`config.mk`:
```
export PLATFORM = sky130hd
export DESIGN_NAME = pev_top
export DESIGN_NICKNAME = d
export VERILOG_FILES = /design/src/pkg/pev_pkg.sv /design/src/pkg/pev_status_if.sv /design/src/design/pev_status_latch.sv /design/src/design/pev_top.sv
export SDC_FILE = /design/constraint.sdc
export NUM_CORES = 1
export LEC_CHECK = 0
export ABC_AREA = 1
export BUFFER_PORTS_ARGS = -buffer_cell sky130_fd_sc_hd__buf_2
export CAP_MARGIN = 5
export CORE_UTILIZATION = 51
export CTS_CLUSTER_SIZE = 10
export DETAILED_ROUTE_END_ITERATION = 6
export PLACE_DENSITY = 0.78
export SYNTH_ARGS = -nofsm -noshare
export SYNTH_HDL_FRONTEND = slang
export SYNTH_SLANG_ARGS = --single-unit
```
`constraint.sdc`:
```
create_clock -name aclk -period 2.15 [get_ports aclk]
set_clock_uncertainty 0.15 [all_clocks]
set_input_delay 0.1075 -clock aclk [delete_from_list [all_inputs] [get_ports aclk]]
set_output_delay 0.1075 -clock aclk [all_outputs]
set_load 0.005 [all_outputs]
```
`src/pkg/pev_pkg.sv`:
```
// Package of register offsets, field positions and reset values for pev block
//--------------------------------------------------------------------------
//--------------------------------------------------------------------------
package pev_pkg;

  //--------------------------------------------------------------------------
  // Register indices, byte address is index times four (printed offsets are register indices)
  //--------------------------------------------------------------------------
  localparam logic [7:0] IDX_ENABLE = 8'h12;
  localparam logic [7:0] IDX_STATUS = 8'h13;
  localparam logic [7:0] IDX_CONFIG = 8'h14;
  localparam logic [7:0] IDX_INT_STATUS = 8'h20;
  localparam logic [7:0] IDX_INT_CLEAR  = 8'h21;
  localparam logic [7:0] IDX_INT_ENABLE = 8'h22;
  localparam int         ADDR_W = 10;

  //--------------------------------------------------------------------------
  // Event status fields
  //--------------------------------------------------------------------------
  localparam int BIT_NEG_ERR   = 15;
  localparam int BIT_SPEED     = 14;
  localparam int BIT_DUPLEX    = 13;
  localparam int BIT_PAGE      = 12;
  localparam int BIT_NEG_DONE  = 11;
  localparam int BIT_LINK      = 10;
  localparam int BIT_CARRIER   = 8;
  localparam int BIT_CROSS     = 6;
  localparam int BIT_FALLBACK  = 5;
  localparam int BIT_SLEEP     = 4;
  localparam int BIT_WAKE      = 3;
  localparam int BIT_MAC_ERR   = 2;
  localparam int BIT_POLARITY  = 1;
  localparam int BIT_JABBER    = 0;
  localparam logic [15:0] EVENT_MASK = 16'hfd7f;   // Bits 9 and 7 reserved

  //--------------------------------------------------------------------------
  // Configuration fields and reset values
  //--------------------------------------------------------------------------
  localparam int BIT_INT_POL   = 13;
  localparam int BIT_ATT_HI    = 11;
  localparam int BIT_ATT_LO    = 10;
  localparam int BIT_FB_EN     = 9;
  localparam int BIT_FB_ENERGY = 8;
  localparam int BIT_SER_NEG   = 7;
  localparam int BIT_FB_TEN    = 6;
  localparam logic [15:0] CONFIG_RW_MASK = 16'h2fc0;
  localparam logic [15:0] CONFIG_RESET   = 16'h29c7;
  localparam logic [5:0]  CONFIG_RSVD_LO = 6'h07;
  localparam logic [15:0] ENABLE_RESET   = 16'h0000;

  //--------------------------------------------------------------------------
  // Block interrupt events (sticky bits of the int status register)
  //--------------------------------------------------------------------------
  localparam int IRQ_W          = 2;
  localparam int IRQ_STATUS_SET = 0;   // Any event bit newly latched
  localparam int IRQ_FALLBACK   = 1;   // Fallback stepped down
  localparam logic [1:0] AXI_OKAY   = 2'h0;
  localparam logic [1:0] AXI_SLVERR = 2'h2;

  typedef enum logic [2:0] {
    PEV_FB_GIGA = 3'h1,
    PEV_FB_FAST = 3'h2,
    PEV_FB_TEN  = 3'h4
  } pev_speed_t;

endpackage

```
`src/pkg/pev_status_if.sv`:
```
// Interface carrying event, read and status signals to the status latch
`timescale 1ns/1ps
interface pev_status_if;
  logic [15:0] events;
  logic        read_pulse;
  logic [15:0] status;
  logic        new_set;

  modport core  (output events, output read_pulse, input status,
                 input new_set);
  modport latch (input events, input read_pulse, output status,
                 output new_set);
endinterface

```
`src/design/pev_status_latch.sv`:
```
// Sticky event status word cleared by read
`timescale 1ns/1ps
module pev_status_latch
  import pev_pkg::*;
(
  input  wire logic aclk,
  input  wire logic aresetn,
  pev_status_if.latch st
);

  logic [15:0] status_reg;
  logic [15:0] status_next;
  logic        new_reg;

  //--------------------------------------------------------------------------
  // Latch logic
  //--------------------------------------------------------------------------
  // Events set regardless of enable; a read clears only what it reported,
  // and a new event in the read cycle wins over the clear
  always_comb begin
    status_next = st.read_pulse ? 16'h0000 : status_reg;
    status_next = (status_next | st.events) & EVENT_MASK;
  end

  // Status register
  always_ff @(posedge aclk) begin
    if (!aresetn) begin
      status_reg <= 16'h0000;
      new_reg    <= 1'b0;
    end else begin
      status_reg <= status_next;
      new_reg    <= |(st.events & EVENT_MASK & ~status_reg);
    end
  end

  assign st.status  = status_reg;
  assign st.new_set = new_reg;

endmodule // pev_status_latch

```
`src/design/pev_top.sv`:
```
// Event status, interrupt pin and fallback configuration block
//
// The AXI4-Lite register port was chosen for this implementation.
`timescale 1ns/1ps
module pev_top
  import pev_pkg::*;
(
  input  wire logic        aclk,
  input  wire logic        aresetn,
  // AXI4-Lite slave
  input  wire logic [9:0]  s_axi_awaddr,
  input  wire logic        s_axi_awvalid,
  output logic             s_axi_awready,
  input  wire logic [31:0] s_axi_wdata,
  input  wire logic [3:0]  s_axi_wstrb,
  input  wire logic        s_axi_wvalid,
  output logic             s_axi_wready,
  output logic [1:0]       s_axi_bresp,
  output logic             s_axi_bvalid,
  input  wire logic        s_axi_bready,
  input  wire logic [9:0]  s_axi_araddr,
  input  wire logic        s_axi_arvalid,
  output logic             s_axi_arready,
  output logic [31:0]      s_axi_rdata,
  output logic [1:0]       s_axi_rresp,
  output logic             s_axi_rvalid,
  input  wire logic        s_axi_rready,
  // Event detector pulses, same clock
  input  wire logic [15:0] event_in,
  // Link attempt outcome, same clock
  input  wire logic        giga_fail,
  input  wire logic        fast_fail,
  input  wire logic        link_up,
  input  wire logic        energy_cd,
  // Device outputs
  output logic             phy_int_pin,
  output logic             fallback_enable,
  output logic             fallback_energy_mode_enable,
  output logic             serial_mac_negotiation_enable,
  output logic             fallback_to_ten_enable,
  output logic [1:0]       fallback_attempt_count,
  output logic [2:0]       speed_mask,
  output logic             irq
);

  //--------------------------------------------------------------------------
  // Declarations
  //--------------------------------------------------------------------------
  pev_status_if st ();

  logic [15:0]      event_enable_reg;
  logic [15:0]      config_reg;
  logic [IRQ_W-1:0] irq_status_reg;
  logic [IRQ_W-1:0] irq_enable_reg;
  logic [IRQ_W-1:0] irq_set;
  logic [IRQ_W-1:0] irq_clear;
  logic             aw_held_reg;
  logic             w_held_reg;
  logic [ADDR_W-1:0] aw_addr_reg;
  logic [31:0]      w_data_reg;
  logic [3:0]       w_strb_reg;
  logic             wr_go;
  logic             rd_go;
  logic             status_read;
  logic [31:0]      rd_word;
  logic             rd_hit;
  logic             wr_hit;
  logic [3:0]       fail_cnt_reg;
  logic [3:0]       fail_limit;
  pev_speed_t       speed_reg;
  logic             fb_pulse;
  logic             pend;

  // Decode a byte address into a register index match
  function automatic logic hit(input logic [ADDR_W-1:0] a,
                               input logic [7:0] idx);
    hit = (a[1:0] == 2'h0) && (a[ADDR_W-1:2] == idx);
  endfunction

  // Attempt count field to number of failed attempts
  function automatic logic [3:0] attempts(input logic [1:0] f);
    unique case (f)
      2'h0: attempts = 4'h1;
      2'h1: attempts = 4'h2;
      2'h2: attempts = 4'h4;
      2'h3: attempts = 4'h8;
    endcase
  endfunction

  //--------------------------------------------------------------------------
  // Status latch
  //--------------------------------------------------------------------------
  assign st.events     = event_in;
  assign st.read_pulse = status_read;

  pev_status_latch u_latch (
    .aclk    (aclk),
    .aresetn (aresetn),
    .st      (st)
  );

  //--------------------------------------------------------------------------
  // AXI4-Lite write path
  //--------------------------------------------------------------------------
  // Address and data are taken in either order; response once both held
  assign wr_go = aw_held_reg && w_held_reg && !s_axi_bvalid;

  always_ff @(posedge aclk) begin
    if (!aresetn) begin
      aw_held_reg   <= 1'b0;
      aw_addr_reg   <= '0;
      s_axi_awready <= 1'b0;
    end else if (wr_go) begin
      aw_held_reg   <= 1'b0;
      s_axi_awready <= 1'b0;
    end else if (s_axi_awvalid && s_axi_awready) begin
      aw_held_reg   <= 1'b1;
      aw_addr_reg   <= s_axi_awaddr;
      s_axi_awready <= 1'b0;
    end else begin
      s_axi_awready <= !aw_held_reg && !s_axi_bvalid;
    end
  end

  always_ff @(posedge aclk) begin
    if (!aresetn) begin
      w_held_reg   <= 1'b0;
      w_data_reg   <= 32'h0000_0000;
      w_strb_reg   <= 4'h0;
      s_axi_wready <= 1'b0;
    end else if (wr_go) begin
      w_held_reg   <= 1'b0;
      s_axi_wready <= 1'b0;
    end else if (s_axi_wvalid && s_axi_wready) begin
      w_held_reg   <= 1'b1;
      w_data_reg   <= s_axi_wdata;
      w_strb_reg   <= s_axi_wstrb;
      s_axi_wready <= 1'b0;
    end else begin
      s_axi_wready <= !w_held_reg && !s_axi_bvalid;
    end
  end

  assign wr_hit = hit(aw_addr_reg, IDX_ENABLE) ||
                  hit(aw_addr_reg, IDX_STATUS) ||
                  hit(aw_addr_reg, IDX_CONFIG) ||
                  hit(aw_addr_reg, IDX_INT_STATUS) ||
                  hit(aw_addr_reg, IDX_INT_CLEAR) ||
                  hit(aw_addr_reg, IDX_INT_ENABLE);

  // Write response; unmapped addresses answer SLVERR
  always_ff @(posedge aclk) begin
    if (!aresetn) begin
      s_axi_bvalid <= 1'b0;
      s_axi_bresp  <= AXI_OKAY;
    end else if (wr_go) begin
      s_axi_bvalid <= 1'b1;
      s_axi_bresp  <= wr_hit ? AXI_OKAY : AXI_SLVERR;
    end else if (s_axi_bready) begin
      s_axi_bvalid <= 1'b0;
    end
  end

  //--------------------------------------------------------------------------
  // Registers written by software
  //--------------------------------------------------------------------------
  // Event enable, reserved positions stay zero
  always_ff @(posedge aclk) begin
    if (!aresetn) begin
      event_enable_reg <= ENABLE_RESET;
    end else if (wr_go && hit(aw_addr_reg, IDX_ENABLE)) begin
      if (w_strb_reg[0])
        event_enable_reg[7:0]  <= w_data_reg[7:0] & EVENT_MASK[7:0];
      if (w_strb_reg[1])
        event_enable_reg[15:8] <= w_data_reg[15:8] & EVENT_MASK[15:8];
    end
  end

  // Configuration word: only writable fields take write data
  always_ff @(posedge aclk) begin
    if (!aresetn) begin
      config_reg <= CONFIG_RESET;
    end else if (wr_go && hit(aw_addr_reg, IDX_CONFIG)) begin
      if (w_strb_reg[0])
        config_reg[7:6]  <= w_data_reg[7:6];
      if (w_strb_reg[1])
        config_reg[15:8] <= w_data_reg[15:8] & CONFIG_RW_MASK[15:8];
    end
  end

  // Block interrupt enable
  always_ff @(posedge aclk) begin
    if (!aresetn) begin
      irq_enable_reg <= '0;
    end else if (wr_go && hit(aw_addr_reg, IDX_INT_ENABLE) && w_strb_reg[0])
    begin
      irq_enable_reg <= w_data_reg[IRQ_W-1:0];
    end
  end

  //--------------------------------------------------------------------------
  // AXI4-Lite read path
  //--------------------------------------------------------------------------
  assign rd_go       = s_axi_arvalid && s_axi_arready;
  assign status_read = rd_go && hit(s_axi_araddr, IDX_STATUS);

  // Read data; status write is a silent no-op, clear reads zero
  always_comb begin
    rd_word = 32'h0000_0000;
    rd_hit  = 1'b1;
    if (hit(s_axi_araddr, IDX_ENABLE))
      rd_word[15:0] = event_enable_reg;
    else if (hit(s_axi_araddr, IDX_STATUS))
      rd_word[15:0] = st.status;
    else if (hit(s_axi_araddr, IDX_CONFIG))
      rd_word[15:0] = {config_reg[15:6], CONFIG_RSVD_LO};
    else if (hit(s_axi_araddr, IDX_INT_STATUS))
      rd_word[IRQ_W-1:0] = irq_status_reg;
    else if (hit(s_axi_araddr, IDX_INT_ENABLE))
      rd_word[IRQ_W-1:0] = irq_enable_reg;
    else if (!hit(s_axi_araddr, IDX_INT_CLEAR))
      rd_hit = 1'b0;
  end

  always_ff @(posedge aclk) begin
    if (!aresetn) begin
      s_axi_arready <= 1'b0;
      s_axi_rvalid  <= 1'b0;
      s_axi_rdata   <= 32'h0000_0000;
      s_axi_rresp   <= AXI_OKAY;
    end else if (rd_go) begin
      s_axi_arready <= 1'b0;
      s_axi_rvalid  <= 1'b1;
      s_axi_rdata   <= rd_word;
      s_axi_rresp   <= rd_hit ? AXI_OKAY : AXI_SLVERR;
    end else if (s_axi_rvalid) begin
      s_axi_arready <= 1'b0;
      if (s_axi_rready)
        s_axi_rvalid <= 1'b0;
    end else begin
      s_axi_arready <= 1'b1;
    end
  end

  //--------------------------------------------------------------------------
  // Speed fallback sequencer
  //--------------------------------------------------------------------------
  // Counts failed gigabit attempts, then steps down to 100 and 10 Mb/s
  assign fail_limit = attempts(config_reg[BIT_ATT_HI:BIT_ATT_LO]);

  always_ff @(posedge aclk) begin
    if (!aresetn) begin
      speed_reg    <= PEV_FB_GIGA;
      fail_cnt_reg <= 4'h0;
      fb_pulse     <= 1'b0;
    end else begin
      fb_pulse <= 1'b0;
      if (link_up || !config_reg[BIT_FB_EN]) begin
        if (!config_reg[BIT_FB_EN]) speed_reg <= PEV_FB_GIGA;
        fail_cnt_reg <= 4'h0;
      end else begin
        unique case (speed_reg)
          PEV_FB_GIGA: begin
            if (config_reg[BIT_FB_ENERGY] && !energy_cd) begin
              speed_reg <= PEV_FB_FAST;
              fb_pulse  <= 1'b1;
            end else if (giga_fail) begin
              if (fail_cnt_reg + 4'h1 >= fail_limit) begin
                speed_reg    <= PEV_FB_FAST;
                fail_cnt_reg <= 4'h0;
                fb_pulse     <= 1'b1;
              end else begin
                fail_cnt_reg <= fail_cnt_reg + 4'h1;
              end
            end
          end
          PEV_FB_FAST: begin
            if (fast_fail && config_reg[BIT_FB_TEN]) begin
              speed_reg <= PEV_FB_TEN;
              fb_pulse  <= 1'b1;
            end
          end
          PEV_FB_TEN: begin
            speed_reg <= PEV_FB_TEN;
          end
          default: speed_reg <= PEV_FB_GIGA;
        endcase
      end
    end
  end

  //--------------------------------------------------------------------------
  // Block interrupt: sticky status, write-one-to-clear, enable
  //--------------------------------------------------------------------------
  assign irq_set   = {fb_pulse, st.new_set};
  assign irq_clear = (wr_go && hit(aw_addr_reg, IDX_INT_CLEAR) &&
                      w_strb_reg[0]) ? w_data_reg[IRQ_W-1:0] : '0;

  // Set wins over a clear in the same cycle
  always_ff @(posedge aclk) begin
    if (!aresetn)
      irq_status_reg <= '0;
    else
      irq_status_reg <= (irq_status_reg & ~irq_clear) | irq_set;
  end

  //--------------------------------------------------------------------------
  // Output registers
  //--------------------------------------------------------------------------
  // Pin active while any enabled event is pending; polarity per config
  assign pend = |(st.status & event_enable_reg);

  always_ff @(posedge aclk) begin
    if (!aresetn) begin
      phy_int_pin                   <= 1'b1;   // Inactive level, active low
      irq                           <= 1'b0;
      fallback_enable               <= 1'b0;
      fallback_energy_mode_enable   <= 1'b1;
      serial_mac_negotiation_enable <= 1'b1;
      fallback_to_ten_enable        <= 1'b1;
      fallback_attempt_count        <= 2'h2;
      speed_mask                    <= PEV_FB_GIGA;
    end else begin
      phy_int_pin <= pend ^ config_reg[BIT_INT_POL];
      irq         <= |(irq_status_reg & irq_enable_reg);
      fallback_enable               <= config_reg[BIT_FB_EN];
      fallback_energy_mode_enable   <= config_reg[BIT_FB_ENERGY];
      serial_mac_negotiation_enable <= config_reg[BIT_SER_NEG];
      fallback_to_ten_enable        <= config_reg[BIT_FB_TEN];
      fallback_attempt_count <= config_reg[BIT_ATT_HI:BIT_ATT_LO];
      speed_mask                    <= speed_reg;
    end
  end

endmodule // pev_top

```
==> run summary <==
The tools report the remaining antenna violation count as 0. For the total negative setup slack, the log shows 0 ns. The overall fraction of global-route tracks in use came out at 0.248. The number of placed instances, taps included, is 874. 135 I/O pins were placed. Leaving out fill and tap cells, the most frequent cell in the layout is sky130_fd_sc_hd__nand2_1. For the initial core utilization, the log shows 0.536. The insertion delay to the later sink of the worst-skew pair came out at 0.37 ns.

The proportion of layout cells with a drive suffix above 1 is 0.212, and the average cell area after synthesis is 7.59 µm². Setup violations remaining at the end of the flow were counted as 0. Summed over all nets, the half-perimeter wirelength after detailed placement is 8.97 mm. For the sum of internal, switching and leakage power, the log shows 4.02 mW.

The total area inside the core boundary comes to 0.00942 mm². The tools report the category of the worst setup path launch point as an input pin. With fillers left out, the area of the finished cells amounts to 0.00630 mm². The global-route wire length before repair was 20.1 mm; the max-slew violation count was 0. Counting distinct cell types in the post-synthesis netlist gives 43. The fraction of the cycle the final worst path needs is 0.957, and the maximum clock frequency is 0.486 GHz. The tools report the final global-route overflow total as 0.

The residual DRC count is 0, and the level count of the clock H-tree is 3. The first detailed-routing pass ran for 5 iterations. The flow ran to the end, and the final reports show no timing, DRC or antenna violations.

The floorplan step defined a die boundary enclosing 0.0103 mm². Violation count after the first detailed-route iteration: 219. The count of buffers added on input and output ports is 96. The number of buffers added by the clock tree synthesis step was 9; the worst hold slack was 0.0166 ns.

The number of fill cells in the layout is 806. The count of antenna diodes in the layout was 0; the average vias per placed instance was 5.13. The tools report the cell area after technology mapping as 0.00505 mm². The worst-case IR drop observed on VDD is 0.372 mV.

For the worst setup path, the data arrival time is 2.22 ns. The root buffer cell chosen for the clock tree is sky130_fd_sc_hd__clkbuf_8. The placed cell area was 0.00554 mm²; the post-synthesis instance total was 665. Once layout is complete, the cells apart from fillers number 942. The critical path class was in -> reg.

At the end of routability-driven placement, the weighted congestion stood at 0.898. Sequential cell area fraction in the yosys report: 0.444. The clock sink count came out at 112.

The die span in y is 102 µm. Of all nets on the critical path, the largest fanout is 25. For this design the static power due to leakage is 3.01 nW. For the finished layout, the period the worst path requires is 2.06 ns. Row generation in the floorplan step produced 35 rows.

TritonCTS built the clock tree. The clock passes through at most 2 buffers. Counting flops and latches in the post-synthesis netlist gives 112. Buffers added to address setup during post-CTS repair amount to 0. The routed wire length was 12.4 mm. Among all flip-flop cells after synthesis, the most frequent one is sky130_fd_sc_hd__dfxtp_1.

In the final routed layout, each cell accounts on average for 13.1 µm. For this block, the via count after detailed routing is 4,834. In this run the power density over the cells is 638 mW/mm². The Yosys step of the flow raised 0 warnings. STA classifies the critical path endpoint as a flop. Before CTS, the worst setup slack after placement is 0.102 ns. Measured along the x axis, the die boundary spans 102 µm. The number of global-route vias before repair is 4,570, and the largest net degree at the start of global routing is 28. The share of synthesized registers carrying an async set or reset is 0. Initial antenna violation count: 0.

The worst hold-check path type was in -> reg. The top cell types in the final layout, fill and taps aside, are sky130_fd_sc_hd__nand2_1 (121), sky130_fd_sc_hd__dfxtp_1 (109), sky130_fd_sc_hd__buf_2 (96), sky130_fd_sc_hd__nor2_1 (76), sky130_fd_sc_hd__inv_1 (71). Relative to the synthesized area, the layout overhead comes to 24.8%. The run gives 2.31 ns as the data required time at the worst endpoint. The count of maximum capacitance violations is 0.

The net count of the finished layout is 896. The final design utilization came out at 0.669. Yosys mapped a number of flops with a built-in enable equal to 0. After clock tree synthesis, the clock-pin slew on the worst setup and hold paths is 0.10 ns. Once routing completed, OpenROAD measured the worst setup slack at 0.0921 ns.

For the count of endpoints failing hold in the final timing report, the log shows 0.
-- cell type report --
cell class              instances  area [µm²]  share of cell area
well taps                     129         161              0.0256
clock inverters                 6        91.3              0.0145
inverters                      79         302              0.0479
repair buffers                153        1040               0.165
flip-flops and latches        112        2250               0.356
multi-input cells             453        2330               0.371
clock buffers                  10         128              0.0203
-- worst max-delay path, cell delays in order --
cell and delay (ns):
sky130_fd_sc_hd__dlygate4sd3_1 0.51, sky130_fd_sc_hd__buf_2 0.36, sky130_fd_sc_hd__inv_2 0.22, sky130_fd_sc_hd__buf_4 0.26, sky130_fd_sc_hd__o22ai_1 0.19, sky130_fd_sc_hd__dlygate4sd3_1 0.57
-- report_power, final --
| part | internal (mW) | switching (mW) | leakage [nW] |
|---|---|---|---|
| clock | 0.664 | 0.710 | 0.111 |
| sequential | 2.15 | 0.0542 | 0.916 |
| combinational | 0.196 | 0.249 | 1.99 |
-- logic make-up (layout without fill, tap and decap cells) --
kind of cell | Yosys count | in the layout | synth area share
other cells | 1 | 18 | 0.000743
buf+inv | 117 | 248 | 0.109
fa+ha+maj | 5 | 5 | 0.0124
compound gates | 148 | 148 | 0.166
xor+xnor | 3 | 3 | 0.00520
flops | 112 | 112 | 0.444
simple gates | 279 | 279 | 0.263
-- path summary, 6_finish.rpt --
kind	slack, ns	cells past startpoint	end	startpoint
setup / recovery	0.09	6	s_axi_rvalid	aresetn
hold / removal	0.02	5	s_axi_rdata[9]	s_axi_araddr[4]
setup reg to reg	0.12	11	speed_reg[2]	fail_cnt_reg[0]
hold reg to reg	0.31	2	s_axi_rdata[4]	s_axi_rdata[4]
-- metal layers --
layer / wire length (µm) / share of wire / GRT usage
met5: 0 / 0 / 0
met2: 6110 / 0.49 / 0.435
met1: 5270 / 0.43 / 0.300
met4: 415 / 0.034 / 0.123
met3: 565 / 0.046 / 0.0304
-- cell usage after synthesis (2+ instances only) --
master                     number  area, µm²
sky130_fd_sc_hd__nand2_1      121        454
sky130_fd_sc_hd__dfxtp_1      112       2240
sky130_fd_sc_hd__nor2_1        76        285
sky130_fd_sc_hd__inv_1         71        267
sky130_fd_sc_hd__a21oi_1       48        240
sky130_fd_sc_hd__o21ai_0       38        190
sky130_fd_sc_hd__nand3_1       32        160
sky130_fd_sc_hd__o21ai_1       24        120
sky130_fd_sc_hd__buf_4         20        150
sky130_fd_sc_hd__o211ai_1      13       97.6
sky130_fd_sc_hd__nor2_4         9        101
sky130_fd_sc_hd__nor3_1         9       45.0
sky130_fd_sc_hd__o22ai_1        9       56.3
sky130_fd_sc_hd__buf_2          8       40.0
sky130_fd_sc_hd__nor2_2         8       50.1
sky130_fd_sc_hd__inv_2          7       26.3
sky130_fd_sc_hd__a21oi_2        5       43.8
sky130_fd_sc_hd__clkbuf_1       5       18.8
sky130_fd_sc_hd__ha_1           5       62.6
sky130_fd_sc_hd__nand2_4        4       45.0
sky130_fd_sc_hd__nand4_1        4       25.0
sky130_fd_sc_hd__a22oi_1        3       22.5
sky130_fd_sc_hd__buf_6          3       33.8
sky130_fd_sc_hd__nand2_2        3       18.8
sky130_fd_sc_hd__nor3_2         3       30.0
sky130_fd_sc_hd__o21ai_2        3       26.3
sky130_fd_sc_hd__or2_2          3       18.8
sky130_fd_sc_hd__a211oi_1       2       15.0
sky130_fd_sc_hd__buf_1          2       7.51
sky130_fd_sc_hd__xor2_1         2       17.5
-- repair_timing --
action / CTS / global route
hold buffers: 52 / 0
hold endpoints to repair: 53 / 0
setup endpoints to repair: 0 / 5
gates resized for setup: 0 / 5
No activity file was read; power rests on OpenSTA's default activity.
